==> src/design/aclh_defines.vh <==
// Constants for the AC-link host controller: map, fields, frame layout
`ifndef ACLH_DEFINES_VH
`define ACLH_DEFINES_VH

// Frame layout on the link
`define ACLH_FRAME_BITS 256
`define ACLH_CNT_W 8
`define ACLH_TAG_BITS 16
`define ACLH_SLOT_W 20
`define ACLH_NUM_SLOTS 12
`define ACLH_SYNC_BITS 8'd16
`define ACLH_LAST_POS 8'hff
`define ACLH_ARM_CNT 8'd1
`define ACLH_UNUSED_W 140
`define ACLH_TAG_PAD 3

// Command and status slot fields
`define ACLH_S1_PAD 12
`define ACLH_S2_PAD 4
`define ACLH_SIDX_HI 18
`define ACLH_SIDX_LO 12
`define ACLH_SDAT_HI 19
`define ACLH_SDAT_LO 4
`define ACLH_IDX_W 7
`define ACLH_DAT_W 16

// Register byte offsets on the APB side
`define ACLH_A_CTRL 8'h00
`define ACLH_A_STAT 8'h04
`define ACLH_A_CMD 8'h08
`define ACLH_A_RESP 8'h0c
`define ACLH_A_PCM_L 8'h10
`define ACLH_A_PCM_R 8'h14
`define ACLH_A_MDM_TX 8'h18
`define ACLH_A_REC_L 8'h1c
`define ACLH_A_REC_R 8'h20
`define ACLH_A_MDM_RX 8'h24
`define ACLH_A_MIC 8'h28

// Register field positions
`define ACLH_CTRL_EN 0
`define ACLH_CTRL_MONO 1
`define ACLH_ST_READY 0
`define ACLH_ST_CMD 1
`define ACLH_ST_RESP 2
`define ACLH_ST_FULL_LO 3
`define ACLH_ST_ODD 6
`define ACLH_ST_TAG_LO 16
`define ACLH_CMD_DAT_LO 0
`define ACLH_CMD_IDX_LO 16
`define ACLH_CMD_RD 23
`define ACLH_NEW_BIT 31

`endif

==> src/design/aclh_sync.v <==
// Two-flop synchroniser for link pins entering the system clock domain
`timescale 1ns/1ps
`default_nettype none
module aclh_sync #(
  parameter WIDTH = 2
) (
  // Clock and reset
  input wire CLK_IN,
  input wire RST_B_IN,
  // Asynchronous levels in, synchronised levels out
  input wire [WIDTH-1:0] D_IN,
  output reg [WIDTH-1:0] Q_OUT
);
  reg [WIDTH-1:0] meta;

  // First stage feeds only the second stage
  always @(posedge CLK_IN) begin
    if (!RST_B_IN) begin
      meta <= {WIDTH{1'b0}};
      Q_OUT <= {WIDTH{1'b0}};
    end else begin
      meta <= D_IN;
      Q_OUT <= meta;
    end
  end
endmodule
`default_nettype wire

==> src/design/aclh_ctrl.v <==
// AC-link host controller: frame generator, slot packer and APB registers
//
// The placing of the registers and the APB interface to the registers are this design's own decisions.
`timescale 1ns/1ps
`default_nettype none
`include "aclh_defines.vh"
module aclh_ctrl #(
  parameter NUM_TX = 3,
  parameter NUM_RX = 4
) (
  // Clock and reset
  input wire CLK_IN,
  input wire RST_B_IN,
  // APB slave
  input wire PSEL_IN,
  input wire PENABLE_IN,
  input wire PWRITE_IN,
  input wire [7:0] PADDR_IN,
  input wire [31:0] PWDATA_IN,
  output reg [31:0] PRDATA_OUT,
  output reg PREADY_OUT,
  output reg PSLVERR_OUT,
  // AC-link pins
  input wire BIT_CLK_IN,
  input wire SDATA_IN_IN,
  output reg SYNC_OUT,
  output reg SDATA_OUT_OUT
);
  // Pick one 20-bit slot word out of a whole frame
  function [`ACLH_SLOT_W-1:0] slot_word;
    input [`ACLH_FRAME_BITS-1:0] f;
    input integer k;
    reg [`ACLH_FRAME_BITS-1:0] t;
    begin
      t = f >> (`ACLH_FRAME_BITS - `ACLH_TAG_BITS - `ACLH_SLOT_W * k);
      slot_word = t[`ACLH_SLOT_W-1:0];
    end
  endfunction

  wire [1:0] pins_sync;
  wire bclk;
  wire sdin;
  reg bclk_d;
  reg [`ACLH_CNT_W-1:0] cnt;
  reg [`ACLH_CNT_W-1:0] rx_pos;
  reg rx_arm;
  reg rx_done;
  reg [`ACLH_FRAME_BITS-1:0] tx_sr;
  reg [`ACLH_FRAME_BITS-1:0] rx_sr;
  reg link_en;
  reg mono;
  reg codec_ready;
  reg [`ACLH_NUM_SLOTS-1:0] rx_tags;
  reg cmd_pend;
  reg cmd_rd;
  reg [`ACLH_IDX_W-1:0] cmd_idx;
  reg [`ACLH_DAT_W-1:0] cmd_dat;
  reg odd_err;
  reg resp_valid;
  reg [`ACLH_IDX_W-1:0] resp_idx;
  reg [`ACLH_DAT_W-1:0] resp_dat;
  reg [`ACLH_SLOT_W-1:0] pb_val [0:NUM_TX-1];
  reg [NUM_TX-1:0] pb_full;
  reg [`ACLH_SLOT_W-1:0] rec_val [0:NUM_RX-1];
  reg [NUM_RX-1:0] rec_new;
  reg [31:0] next_prdata;
  reg next_err;
  integer i;

  // Bit clock and input data cross into the system clock here
  aclh_sync #(
    .WIDTH(2)
  ) u_sync (
    .CLK_IN(CLK_IN),
    .RST_B_IN(RST_B_IN),
    .D_IN({BIT_CLK_IN, SDATA_IN_IN}),
    .Q_OUT(pins_sync)
  );
  assign bclk = pins_sync[1];
  assign sdin = pins_sync[0];

  // Edges of the device-made bit clock
  wire bclk_rise = bclk & ~bclk_d;
  wire bclk_fall = ~bclk & bclk_d;
  wire frame_load = bclk_rise & link_en & (cnt == {`ACLH_CNT_W{1'b0}});

  wire cmd_go = cmd_pend & codec_ready;

  // per-slot tags, slot 1 in the top bit
  wire [`ACLH_NUM_SLOTS-1:0] tx_tags;
  // mono mode tags right slot with left data
  assign tx_tags = {cmd_go, cmd_go & ~cmd_rd, pb_full[0],
    mono ? pb_full[0] : pb_full[1], pb_full[2], {(`ACLH_NUM_SLOTS-5){1'b0}}};

  wire [`ACLH_SLOT_W-1:0] s1 = cmd_go ? {cmd_rd, cmd_idx, {`ACLH_S1_PAD{1'b0}}} :
    {`ACLH_SLOT_W{1'b0}};
  // write data only, zero slot on reads
  wire [`ACLH_SLOT_W-1:0] s2 = (cmd_go & ~cmd_rd) ? {cmd_dat, {`ACLH_S2_PAD{1'b0}}} :
    {`ACLH_SLOT_W{1'b0}};
  // samples are left-aligned, trailing bits already zero
  wire [`ACLH_SLOT_W-1:0] s3 = pb_full[0] ? pb_val[0] : {`ACLH_SLOT_W{1'b0}};
  // right slot repeats left sample in mono mode
  wire [`ACLH_SLOT_W-1:0] s4 = mono ? s3 :
    (pb_full[1] ? pb_val[1] : {`ACLH_SLOT_W{1'b0}});
  // modem DAC stream in slot 5
  wire [`ACLH_SLOT_W-1:0] s5 = pb_full[2] ? pb_val[2] : {`ACLH_SLOT_W{1'b0}};

  // tag slot then twelve data slots
  // frame valid when any slot tag is set
  // slots 6 to 12 are sent as zero, untagged
  wire [`ACLH_FRAME_BITS-1:0] next_frame = {|tx_tags, tx_tags, {`ACLH_TAG_PAD{1'b0}},
    s1, s2, s3, s4, s5, {`ACLH_UNUSED_W{1'b0}}};

  // Frame sequencing on bit clock edges
  always @(posedge CLK_IN) begin
    if (!RST_B_IN) begin
      bclk_d <= 1'b0;
      cnt <= {`ACLH_CNT_W{1'b0}};
      rx_pos <= {`ACLH_CNT_W{1'b0}};
      rx_arm <= 1'b0;
      rx_done <= 1'b0;
      tx_sr <= {`ACLH_FRAME_BITS{1'b0}};
      rx_sr <= {`ACLH_FRAME_BITS{1'b0}};
      SYNC_OUT <= 1'b0;
      SDATA_OUT_OUT <= 1'b0;
    end else begin
      bclk_d <= bclk;
      rx_done <= 1'b0;
      if (!link_en) begin
        cnt <= {`ACLH_CNT_W{1'b0}};
        rx_arm <= 1'b0;
        SYNC_OUT <= 1'b0;
        SDATA_OUT_OUT <= 1'b0;
        tx_sr <= {`ACLH_FRAME_BITS{1'b0}};
      end else if (bclk_rise) begin
        // SYNC high for the first 16 bit clocks
        SYNC_OUT <= (cnt < `ACLH_SYNC_BITS);
        cnt <= cnt + 1'b1;
        rx_pos <= cnt - 1'b1;
        // data trails SYNC by one bit clock
        SDATA_OUT_OUT <= tx_sr[`ACLH_FRAME_BITS-1];
        if (cnt == {`ACLH_CNT_W{1'b0}})
          tx_sr <= next_frame;
        else
          tx_sr <= {tx_sr[`ACLH_FRAME_BITS-2:0], 1'b0};
        if (cnt == `ACLH_ARM_CNT)
          rx_arm <= 1'b1;
      end else if (bclk_fall) begin
        // sample incoming bit on falling edge
        rx_sr <= {rx_sr[`ACLH_FRAME_BITS-2:0], sdin};
        if (rx_arm && rx_pos == `ACLH_LAST_POS)
          rx_done <= 1'b1;
      end
    end
  end

  // Incoming slot words of the frame just received
  wire [`ACLH_SLOT_W-1:0] r1 = slot_word(rx_sr, 1);
  wire [`ACLH_SLOT_W-1:0] r2 = slot_word(rx_sr, 2);
  wire [`ACLH_NUM_SLOTS-1:0] r_tags = rx_sr[`ACLH_FRAME_BITS-2 -: `ACLH_NUM_SLOTS];

  // APB access phases
  wire apb_setup = PSEL_IN & ~PENABLE_IN;
  wire apb_done = PSEL_IN & PENABLE_IN & PREADY_OUT;
  wire wr = apb_done & PWRITE_IN;
  wire rd = apb_done & ~PWRITE_IN;

  // Register state, link consumption and software access
  always @(posedge CLK_IN) begin
    if (!RST_B_IN) begin
      link_en <= 1'b0;
      mono <= 1'b0;
      codec_ready <= 1'b0;
      rx_tags <= {`ACLH_NUM_SLOTS{1'b0}};
      cmd_pend <= 1'b0;
      cmd_rd <= 1'b0;
      cmd_idx <= {`ACLH_IDX_W{1'b0}};
      cmd_dat <= {`ACLH_DAT_W{1'b0}};
      odd_err <= 1'b0;
      resp_valid <= 1'b0;
      resp_idx <= {`ACLH_IDX_W{1'b0}};
      resp_dat <= {`ACLH_DAT_W{1'b0}};
      pb_full <= {NUM_TX{1'b0}};
      rec_new <= {NUM_RX{1'b0}};
      for (i = 0; i < NUM_TX; i = i + 1)
        pb_val[i] <= {`ACLH_SLOT_W{1'b0}};
      for (i = 0; i < NUM_RX; i = i + 1)
        rec_val[i] <= {`ACLH_SLOT_W{1'b0}};
    end else begin
      // Clear-on-read first, so hardware sets below win
      if (rd && PADDR_IN == `ACLH_A_RESP)
        resp_valid <= 1'b0;
      for (i = 0; i < NUM_RX; i = i + 1)
        if (rd && PADDR_IN == `ACLH_A_REC_L + 8'h04 * i[7:0])
          rec_new[i] <= 1'b0;
      // Items packed into the frame now leave their holders
      if (frame_load) begin
        if (cmd_go)
          cmd_pend <= 1'b0;
        pb_full[0] <= 1'b0;
        if (!mono)
          pb_full[1] <= 1'b0;
        pb_full[2] <= 1'b0;
      end
      if (rx_done) begin
        // ready bit heads the incoming tag slot
        codec_ready <= rx_sr[`ACLH_FRAME_BITS-1];
        rx_tags <= rx_sr[`ACLH_FRAME_BITS-1] ? r_tags : {`ACLH_NUM_SLOTS{1'b0}};
        if (rx_sr[`ACLH_FRAME_BITS-1]) begin
          // read data taken when slots 1 and 2 tagged
          if (r_tags[`ACLH_NUM_SLOTS-1] && r_tags[`ACLH_NUM_SLOTS-2]) begin
            resp_valid <= 1'b1;
            resp_idx <= r1[`ACLH_SIDX_HI:`ACLH_SIDX_LO];
            resp_dat <= r2[`ACLH_SDAT_HI:`ACLH_SDAT_LO];
          end
          for (i = 0; i < NUM_RX; i = i + 1)
            if (r_tags[`ACLH_NUM_SLOTS-3-i]) begin
              rec_val[i] <= slot_word(rx_sr, 3 + i);
              rec_new[i] <= 1'b1;
            end
        end
      end
      if (wr) begin
        if (PADDR_IN == `ACLH_A_CTRL) begin
          link_en <= PWDATA_IN[`ACLH_CTRL_EN];
          mono <= PWDATA_IN[`ACLH_CTRL_MONO];
        end else if (PADDR_IN == `ACLH_A_CMD) begin
          if (PWDATA_IN[`ACLH_CMD_IDX_LO]) begin
            odd_err <= 1'b1;
          end else if (!cmd_pend) begin
            odd_err <= 1'b0;
            cmd_pend <= 1'b1;
            cmd_rd <= PWDATA_IN[`ACLH_CMD_RD];
            cmd_idx <= PWDATA_IN[`ACLH_CMD_IDX_LO +: `ACLH_IDX_W];
            cmd_dat <= PWDATA_IN[`ACLH_CMD_DAT_LO +: `ACLH_DAT_W];
          end
        end else if (PADDR_IN == `ACLH_A_PCM_L && !pb_full[0]) begin
          pb_val[0] <= PWDATA_IN[`ACLH_SLOT_W-1:0];
          pb_full[0] <= 1'b1;
        end else if (PADDR_IN == `ACLH_A_PCM_R && !pb_full[1]) begin
          pb_val[1] <= PWDATA_IN[`ACLH_SLOT_W-1:0];
          pb_full[1] <= 1'b1;
        end else if (PADDR_IN == `ACLH_A_MDM_TX && !pb_full[2]) begin
          pb_val[2] <= PWDATA_IN[`ACLH_SLOT_W-1:0];
          pb_full[2] <= 1'b1;
        end
      end
    end
  end

  // Read data and error decode for the current address
  always @* begin
    next_prdata = 32'h0000_0000;
    next_err = 1'b0;
    if (PADDR_IN == `ACLH_A_CTRL) begin
      next_prdata[`ACLH_CTRL_EN] = link_en;
      next_prdata[`ACLH_CTRL_MONO] = mono;
    end else if (PADDR_IN == `ACLH_A_STAT) begin
      next_prdata[`ACLH_ST_READY] = codec_ready;
      next_prdata[`ACLH_ST_CMD] = cmd_pend;
      next_prdata[`ACLH_ST_RESP] = resp_valid;
      next_prdata[`ACLH_ST_FULL_LO +: NUM_TX] = pb_full;
      next_prdata[`ACLH_ST_ODD] = odd_err;
      next_prdata[`ACLH_ST_TAG_LO +: `ACLH_NUM_SLOTS] = rx_tags;
    end else if (PADDR_IN == `ACLH_A_CMD) begin
      next_prdata[`ACLH_CMD_RD] = cmd_rd;
      next_prdata[`ACLH_CMD_IDX_LO +: `ACLH_IDX_W] = cmd_idx;
      next_prdata[`ACLH_CMD_DAT_LO +: `ACLH_DAT_W] = cmd_dat;
    end else if (PADDR_IN == `ACLH_A_RESP) begin
      next_prdata[`ACLH_NEW_BIT] = resp_valid;
      next_prdata[`ACLH_CMD_IDX_LO +: `ACLH_IDX_W] = resp_idx;
      next_prdata[`ACLH_CMD_DAT_LO +: `ACLH_DAT_W] = resp_dat;
    end else if (PADDR_IN == `ACLH_A_PCM_L) begin
      next_prdata[`ACLH_SLOT_W-1:0] = pb_val[0];
    end else if (PADDR_IN == `ACLH_A_PCM_R) begin
      next_prdata[`ACLH_SLOT_W-1:0] = pb_val[1];
    end else if (PADDR_IN == `ACLH_A_MDM_TX) begin
      next_prdata[`ACLH_SLOT_W-1:0] = pb_val[2];
    end else if (PADDR_IN == `ACLH_A_REC_L) begin
      next_prdata[`ACLH_NEW_BIT] = rec_new[0];
      next_prdata[`ACLH_SLOT_W-1:0] = rec_val[0];
    end else if (PADDR_IN == `ACLH_A_REC_R) begin
      next_prdata[`ACLH_NEW_BIT] = rec_new[1];
      next_prdata[`ACLH_SLOT_W-1:0] = rec_val[1];
    end else if (PADDR_IN == `ACLH_A_MDM_RX) begin
      next_prdata[`ACLH_NEW_BIT] = rec_new[2];
      next_prdata[`ACLH_SLOT_W-1:0] = rec_val[2];
    end else if (PADDR_IN == `ACLH_A_MIC) begin
      next_prdata[`ACLH_NEW_BIT] = rec_new[3];
      next_prdata[`ACLH_SLOT_W-1:0] = rec_val[3];
    end else begin
      next_err = 1'b1;
    end
  end

  // Zero-wait APB answer: ready in the first access cycle
  always @(posedge CLK_IN) begin
    if (!RST_B_IN) begin
      PREADY_OUT <= 1'b0;
      PSLVERR_OUT <= 1'b0;
      PRDATA_OUT <= 32'h0000_0000;
    end else begin
      PREADY_OUT <= apb_setup;
      PSLVERR_OUT <= apb_setup & next_err;
      if (apb_setup)
        PRDATA_OUT <= next_err ? 32'h0000_0000 : next_prdata;
    end
  end
endmodule
`default_nettype wire

==> config.mk <==
export PLATFORM = sky130hd
export DESIGN_NAME = aclh_ctrl
export DESIGN_NICKNAME = d
export VERILOG_FILES = /design/src/design/aclh_sync.v /design/src/design/aclh_ctrl.v
export VERILOG_INCLUDE_DIRS = /design/src /design/src/design
export SDC_FILE = /design/constraint.sdc
export NUM_CORES = 1
export LEC_CHECK = 0
export BUFFER_PORTS_ARGS = -buffer_cell sky130_fd_sc_hd__buf_2
export CORE_MARGIN = 2
export CORE_UTILIZATION = 55
export CTS_CLUSTER_SIZE = 8
export DETAILED_ROUTE_END_ITERATION = 6
export PLACE_DENSITY = 0.74
export SYNTH_ARGS = -nofsm -noshare
export SYNTH_HDL_FRONTEND = slang
export SYNTH_SLANG_ARGS = --single-unit
export TNS_END_PERCENT = 20
==> constraint.sdc <==
create_clock -name CLK_IN -period 3.8 [get_ports CLK_IN]
set_clock_uncertainty 0.05 [all_clocks]
set_input_delay 0.38 -clock CLK_IN [delete_from_list [all_inputs] [get_ports CLK_IN]]
set_output_delay 0.38 -clock CLK_IN [all_outputs]
set_load 0.005 [all_outputs]
# After elaboration in Yosys (flattened, before gate mapping)
# Memory sizes are Yosys's and may differ from the RTL's.
# Cells that the tools add are included.
dict set report classes {
  add_sub_neg 2
  order_cmp 1
  eq_ne 13
  n_mux 132
  bitwise 31
  n_reduce_logical 25
}
# op n
set ops {}
lappend ops {{$mux 20} 21}
lappend ops {{$mux 256} 1}
lappend ops {{$mux 1} 93}
lappend ops {{$eq 8x5->1 const B} 4}
lappend ops {{$mux 32} 1}
lappend ops {{$mux 26} 1}
lappend ops {{$eq 8x6->1 const B} 3}
lappend ops {{$mux 23} 1}
lappend ops {{$eq 8x4->1 const B} 2}
lappend ops {{$logic_not 8->1} 2}
lappend ops {{$mux 3} 5}
lappend ops {{$and 1x1->1} 12}
lappend ops {{$mux 12} 1}
lappend ops {{$mux 4} 3}
lappend ops {{$not 1->1} 12}
lappend ops {{$logic_and 1x1->1} 10}
lappend ops {{$mux 9} 1}
lappend ops {{$add 8x1->8 const B} 1}
lappend ops {{$eq 8x1->1 const B} 1}
lappend ops {{$eq 8x3->1 const B} 1}
lappend ops {{$eq 8x8->1 const B} 1}
lappend ops {{$lt 8x5->1 const B} 1}
lappend ops {{$mux 8} 1}
lappend ops {{$reduce_and 2->1} 4}
lappend ops {{other kinds (11)} 21}
dict set report totals {
  regBits 642
  ram_bits 140
  in_bits 47
  mem_count 2
}
# name depth word_bits read_ports rd_ports_with_merged_regs write_ports line_no
set memory_table {}
lappend memory_table {rec_val 4 20 4 0 4 aclh_ctrl.v:64} ;# reg [`ACLH_SLOT_W-1:0] rec_val [0:NUM_RX-1];
lappend memory_table {pb_val 3 20 3 0 3 aclh_ctrl.v:62} ;# reg [`ACLH_SLOT_W-1:0] pb_val [0:NUM_TX-1];

# Depth between registers and ports, before layout
dict set report logic_depth {
  ltp_word 13
  depth_mapped 9
  ltp_nobuf 6
}

# Modules after synthesis
# From an unflattened synthesis, not the netlist that was laid out.
dict set report hier_totals {
  cells_unflattened 2868
  hier_area_um2 25839.8
}
# module instances cells_per_inst area_each_um2 seq_area_each_um2
set modules_own_cells {}
lappend modules_own_cells {aclh_ctrl 1 2860 25734.7 14113.5}
lappend modules_own_cells {aclh_sync 1 8 105.1 80.1}

# Worst setup path after synthesis
# No wires, ideal clock.
dict set report synth_path {
  kind {input to register}
  startpoint {input port PADDR_IN[3]}
  endpoint {memory pb_val[0][20] in the netlist's numbering (enable)}
  arrival_ps 3173
  required_time_ps 3322
  path_slack_ps 149
  stages 5
  path_cell_list {buf_2 -> or4b_2 -> clkbuf_1 -> buf_2 -> o31ai_1}
}
# element line_no
set synth_rtl {}
lappend synth_rtl {{start, declared} aclh_ctrl.v:18} ;# input wire [7:0] PADDR_IN,
lappend synth_rtl {{end, declared} aclh_ctrl.v:62}

# Final worst setup path
dict set report layout_path {
  startpoint {register cnt[4]}
  endpoint {register tx_sr[147]}
}
dict set report layout_via {
  elab_chain_len 2
}
# element line_no
set layout_lines {}
lappend layout_lines {{start, declared} aclh_ctrl.v:44} ;# reg [`ACLH_CNT_W-1:0] cnt;
lappend layout_lines {{start signal, assigned} aclh_ctrl.v:118} ;# cnt <= {`ACLH_CNT_W{1'b0}};
lappend layout_lines {{start signal, assigned} aclh_ctrl.v:130} ;# cnt <= {`ACLH_CNT_W{1'b0}};
lappend layout_lines {{start signal, assigned} aclh_ctrl.v:138} ;# cnt <= cnt + 1'b1;
lappend layout_lines {{$logic_not 8->1} aclh_ctrl.v:142} ;# if (cnt == {`ACLH_CNT_W{1'b0}})
lappend layout_lines {{$mux 256} aclh_ctrl.v:142}
lappend layout_lines {{end signal, assigned} aclh_ctrl.v:134} ;# tx_sr <= {`ACLH_FRAME_BITS{1'b0}};
lappend layout_lines {{end signal, assigned} aclh_ctrl.v:143} ;# tx_sr <= next_frame;
lappend layout_lines {{end signal, assigned} aclh_ctrl.v:145} ;# tx_sr <= {tx_sr[`ACLH_FRAME_BITS-2:0], 1'b0};
lappend layout_lines {{end, declared} aclh_ctrl.v:48} ;# reg [`ACLH_FRAME_BITS-1:0] tx_sr;
# No other way between the ends.
# A chain may end at the register's enable or synchronous reset.

==> impl_metrics.csv <==
group,metric,value,unit
finish,num-fill-cells,3729,
grt,track_usage,26.3,%
synth,synth-seq-cells,639,
floorplan,pin_count,83,
finish,drive_gt1_share,8.41,%
synth,synth_edf_count,140,
drt,wl_per_cell,18.1,microns
floorplan,initial_utilization,55.6,%
critical_path,worstSetupStartpointType,"flip-flop",
clock_network,cts_buffers,89,
timing,max_slew.worst_pin.slew,0.982,ns
synth,synthCells,2838,
timing,finalCritPeriodShare,71.3,%
clock_network,cts_root_buffer,"clkbuf_16",
job,maxCapViolations,0,
timing,setup_ws,1.09,ns
synth,ys.flop_type,"dfxtp_1",
synth,synth_mux_area_share,1.79,%
timing,min_period,2.71,ns
placed_design,routabilityCongestion,0.888,
grt,grt_pass1_wl,99900,microns
clock_network,clk_path_buf_depth,3,
floorplan,rows,78,
placed_design,portBuffers,71,
finish,final_cell_mix,"nand2_1 (791), dfxtp_1 (499), a21oi_1 (404)",
synth,avgSynthCellArea,8.88,sq um
synth,synth_top_family_by_area,"simple AND/OR/NAND/NOR gates",
placed_design,pre_cts_ws,0.861,ns
finish,instances_no_fill,3478,
timing,rsz0062_at_grt,"no",
clock_network,cts_tree,"done",
floorplan,coreArea,0.0453,sq mm
timing,setup_tns,0,ns
critical_path,cp_max_fo,38,
floorplan,die_y,218,microns
synth,synth_fa_ha_area_share,0.149,%
timing,relSlewSlack,34.4,%
drt,wirelength,63100,microns
grt,grt_pass1_vias,19042,
finish,fin_nets,2883,
critical_path,cp_data_arrival_time,3.17,ns
synth,synth_xor_area_share,0.382,%
clock_network,cts.clk_slew.worst_paths,0.05,ns
timing,hold_ws,0.0349,ns
synth,ys_types,69,
floorplan,design.die.area,0.0475,sq mm
synth,async_reset_ff_share,0,%
drt,drc,0,
timing,slew_violations,0,
critical_path,critical_path_class,"flip-flop to flip-flop",
synth,synth_compound_gate_area_share,16.8,%
drt,vias,20375,
synth,synth-simple-area-share,20.6,%
placed_design,dp_cells,3317,
timing,finalHoldViolations,0,
clock_network,post_cts_resized,0,
grt,grt_max_degree,124,
outcome,status,"completed",
timing,max_freq,369,MHz
synth,synth_warnings,0,
placed_design,dpl.hpwl,40000,microns
grt,antenna_found_initial,5,
drt,first_pass_iters,6,
drt,avgViaCountPerCell,5.86,
finish,layout_commonest_cell,"nand2_1",
clock_network,clock_sinks,639,
grt,grt_overflow,0,
power_and_ir_drop,ir_worst_vdd,366,uV
clock_network,clk_latency,0.65,ns
synth,ys_seq_area_share,56.3,%
finish,syn_to_final_growth,13.8,%
critical_path,worstSetupEndpointType,"flip-flop",
worst_hold_path,hold_class,"input pin to flip-flop",
drt,ant_nets,0,
critical_path,worstPathRequired,4.26,ns
floorplan,die_w,218,microns
drt,drt-initial-drc-count,2081,
power_and_ir_drop,power_per_cell_area,512,mW/mm^2
timing,setup_violations,0,
synth,synth_area,0.0252,sq mm
finish,num_antenna_cells,0,
power_and_ir_drop,cellLeakagePower,9.56,nW
clock_network,cts_htree_levels,3,
-- layer usage --
layer,part of all wire (%),track usage (%),vias up
met2,47,42.5,693
met5,0.10,0,-
li1,-,-,9780
met4,1.8,7.69,10
met3,7.8,5.96,101
met1,43,35.3,9791
-- final timing paths --
check / slack (ns) / endpoint / startpoint / cells past startpoint
setup reg to reg: 1.09 / tx_sr[147] / cnt[4] / 5
setup / recovery: 1.09 / tx_sr[147] / cnt[4] / 5
hold / removal: 0.03 / odd_err / PWDATA_IN[16] / 3
hold reg to reg: 0.38 / u_sync.Q_OUT[0] / u_sync.meta[0] / 1
-- state kept, by name, indices dropped and copies added (netlist names), 2 cells and up --
signal	flops
pb_val	60
rec_new	4
u_sync.Q_OUT	2
pb_full	3
cmd_idx	6
cnt	8
rx_tags	12
rx_sr	256
cmd_dat	16
PRDATA_OUT	29
rec_val	80
u_sync.meta	2
tx_sr	116
resp_dat	16
rx_pos	8
resp_idx	7
-- final cells by class --
| cell class | instances | area [sq um] | area share, % |
|---|---|---|---|
| inverters | 6 | 30.0 | 0.105 |
| flip-flops and latches | 639 | 14200 | 49.5 |
| repair buffers | 145 | 1070 | 3.74 |
| multi-input cells | 1952 | 10100 | 35.2 |
| well taps | 600 | 751 | 2.62 |
| clock inverters | 7 | 165 | 0.576 |
| clock buffers | 129 | 2380 | 8.29 |
-- critical path, cell delays in order, from the launching register on --
cell      delay [ns]
dfxtp_1         0.39
nor4_2          0.58
and3_2          0.77
buf_4           0.34
nand3_1         0.10
a311oi_1        0.35
-- where the power goes --
part / internal [mW] / switching [mW] / leakage, nW
Sequential: 7.01 / 0.0407 / 5.39
Clock: 4.31 / 2.90 / 1.21
Combinational: 0.115 / 0.289 / 2.96
Total: 11.4 / 3.23 / 9.56
-- cell families (layout without fill, tap and decap cells) --
group | count (synthesis) | after routing
AO/OA/AOI/OAI | 686 | 686
XOR/XNOR | 11 | 11
adder cells (fa/ha/maj) | 3 | 3
buffers and inverters | 249 | 287
flip-flops | 639 | 639
multiplexers | 45 | 45
other | 1 | 3
AND/OR/NAND/NOR | 1204 | 1204
-- synthesized netlist by cell type, drive strengths merged (10+ instances only) --
master / n / area [sq um]
nand3: 82 / 415
mux2i: 45 / 450
nand2: 793 / 2980
a221o: 21 / 210
a2bb2oi: 12 / 105
a22oi: 18 / 135
o211ai: 36 / 270
a221oi: 25 / 219
clkbuf: 208 / 781
o2bb2ai: 19 / 166
o22ai: 27 / 169
edfxtp: 140 / 4200
nor3: 34 / 191
buf: 35 / 180
a211oi: 10 / 75.1
nor2: 127 / 479
a21oi: 404 / 2020
and2: 112 / 701
a311oi: 45 / 394
dfxtp: 499 / 9990
o21ai: 34 / 174
-- per-stage QoR --
| stage | power, mW | utilization [%] | cell area, sq um |
|---|---|---|---|
| after CTS | 14.8 | 63.3 | 28700 |
| after global placement | 7.55 | 57.2 | 25900 |
| after global routing | 15.1 | 63.3 | 28700 |
| final | 14.7 | 63.3 | 28700 |
| after floorplan | 7.41 | - | 25200 |
| after detailed placement | 7.56 | 57.2 | 25900 |
-- timing repair --
action                                  CTS  global route
hold endpoints to repair                 25             0
buffers inserted                          0             0
endpoints found under the setup margin    0             0
hold buffers                             25             0
Note: power is estimated with default switching activity, not from simulation.
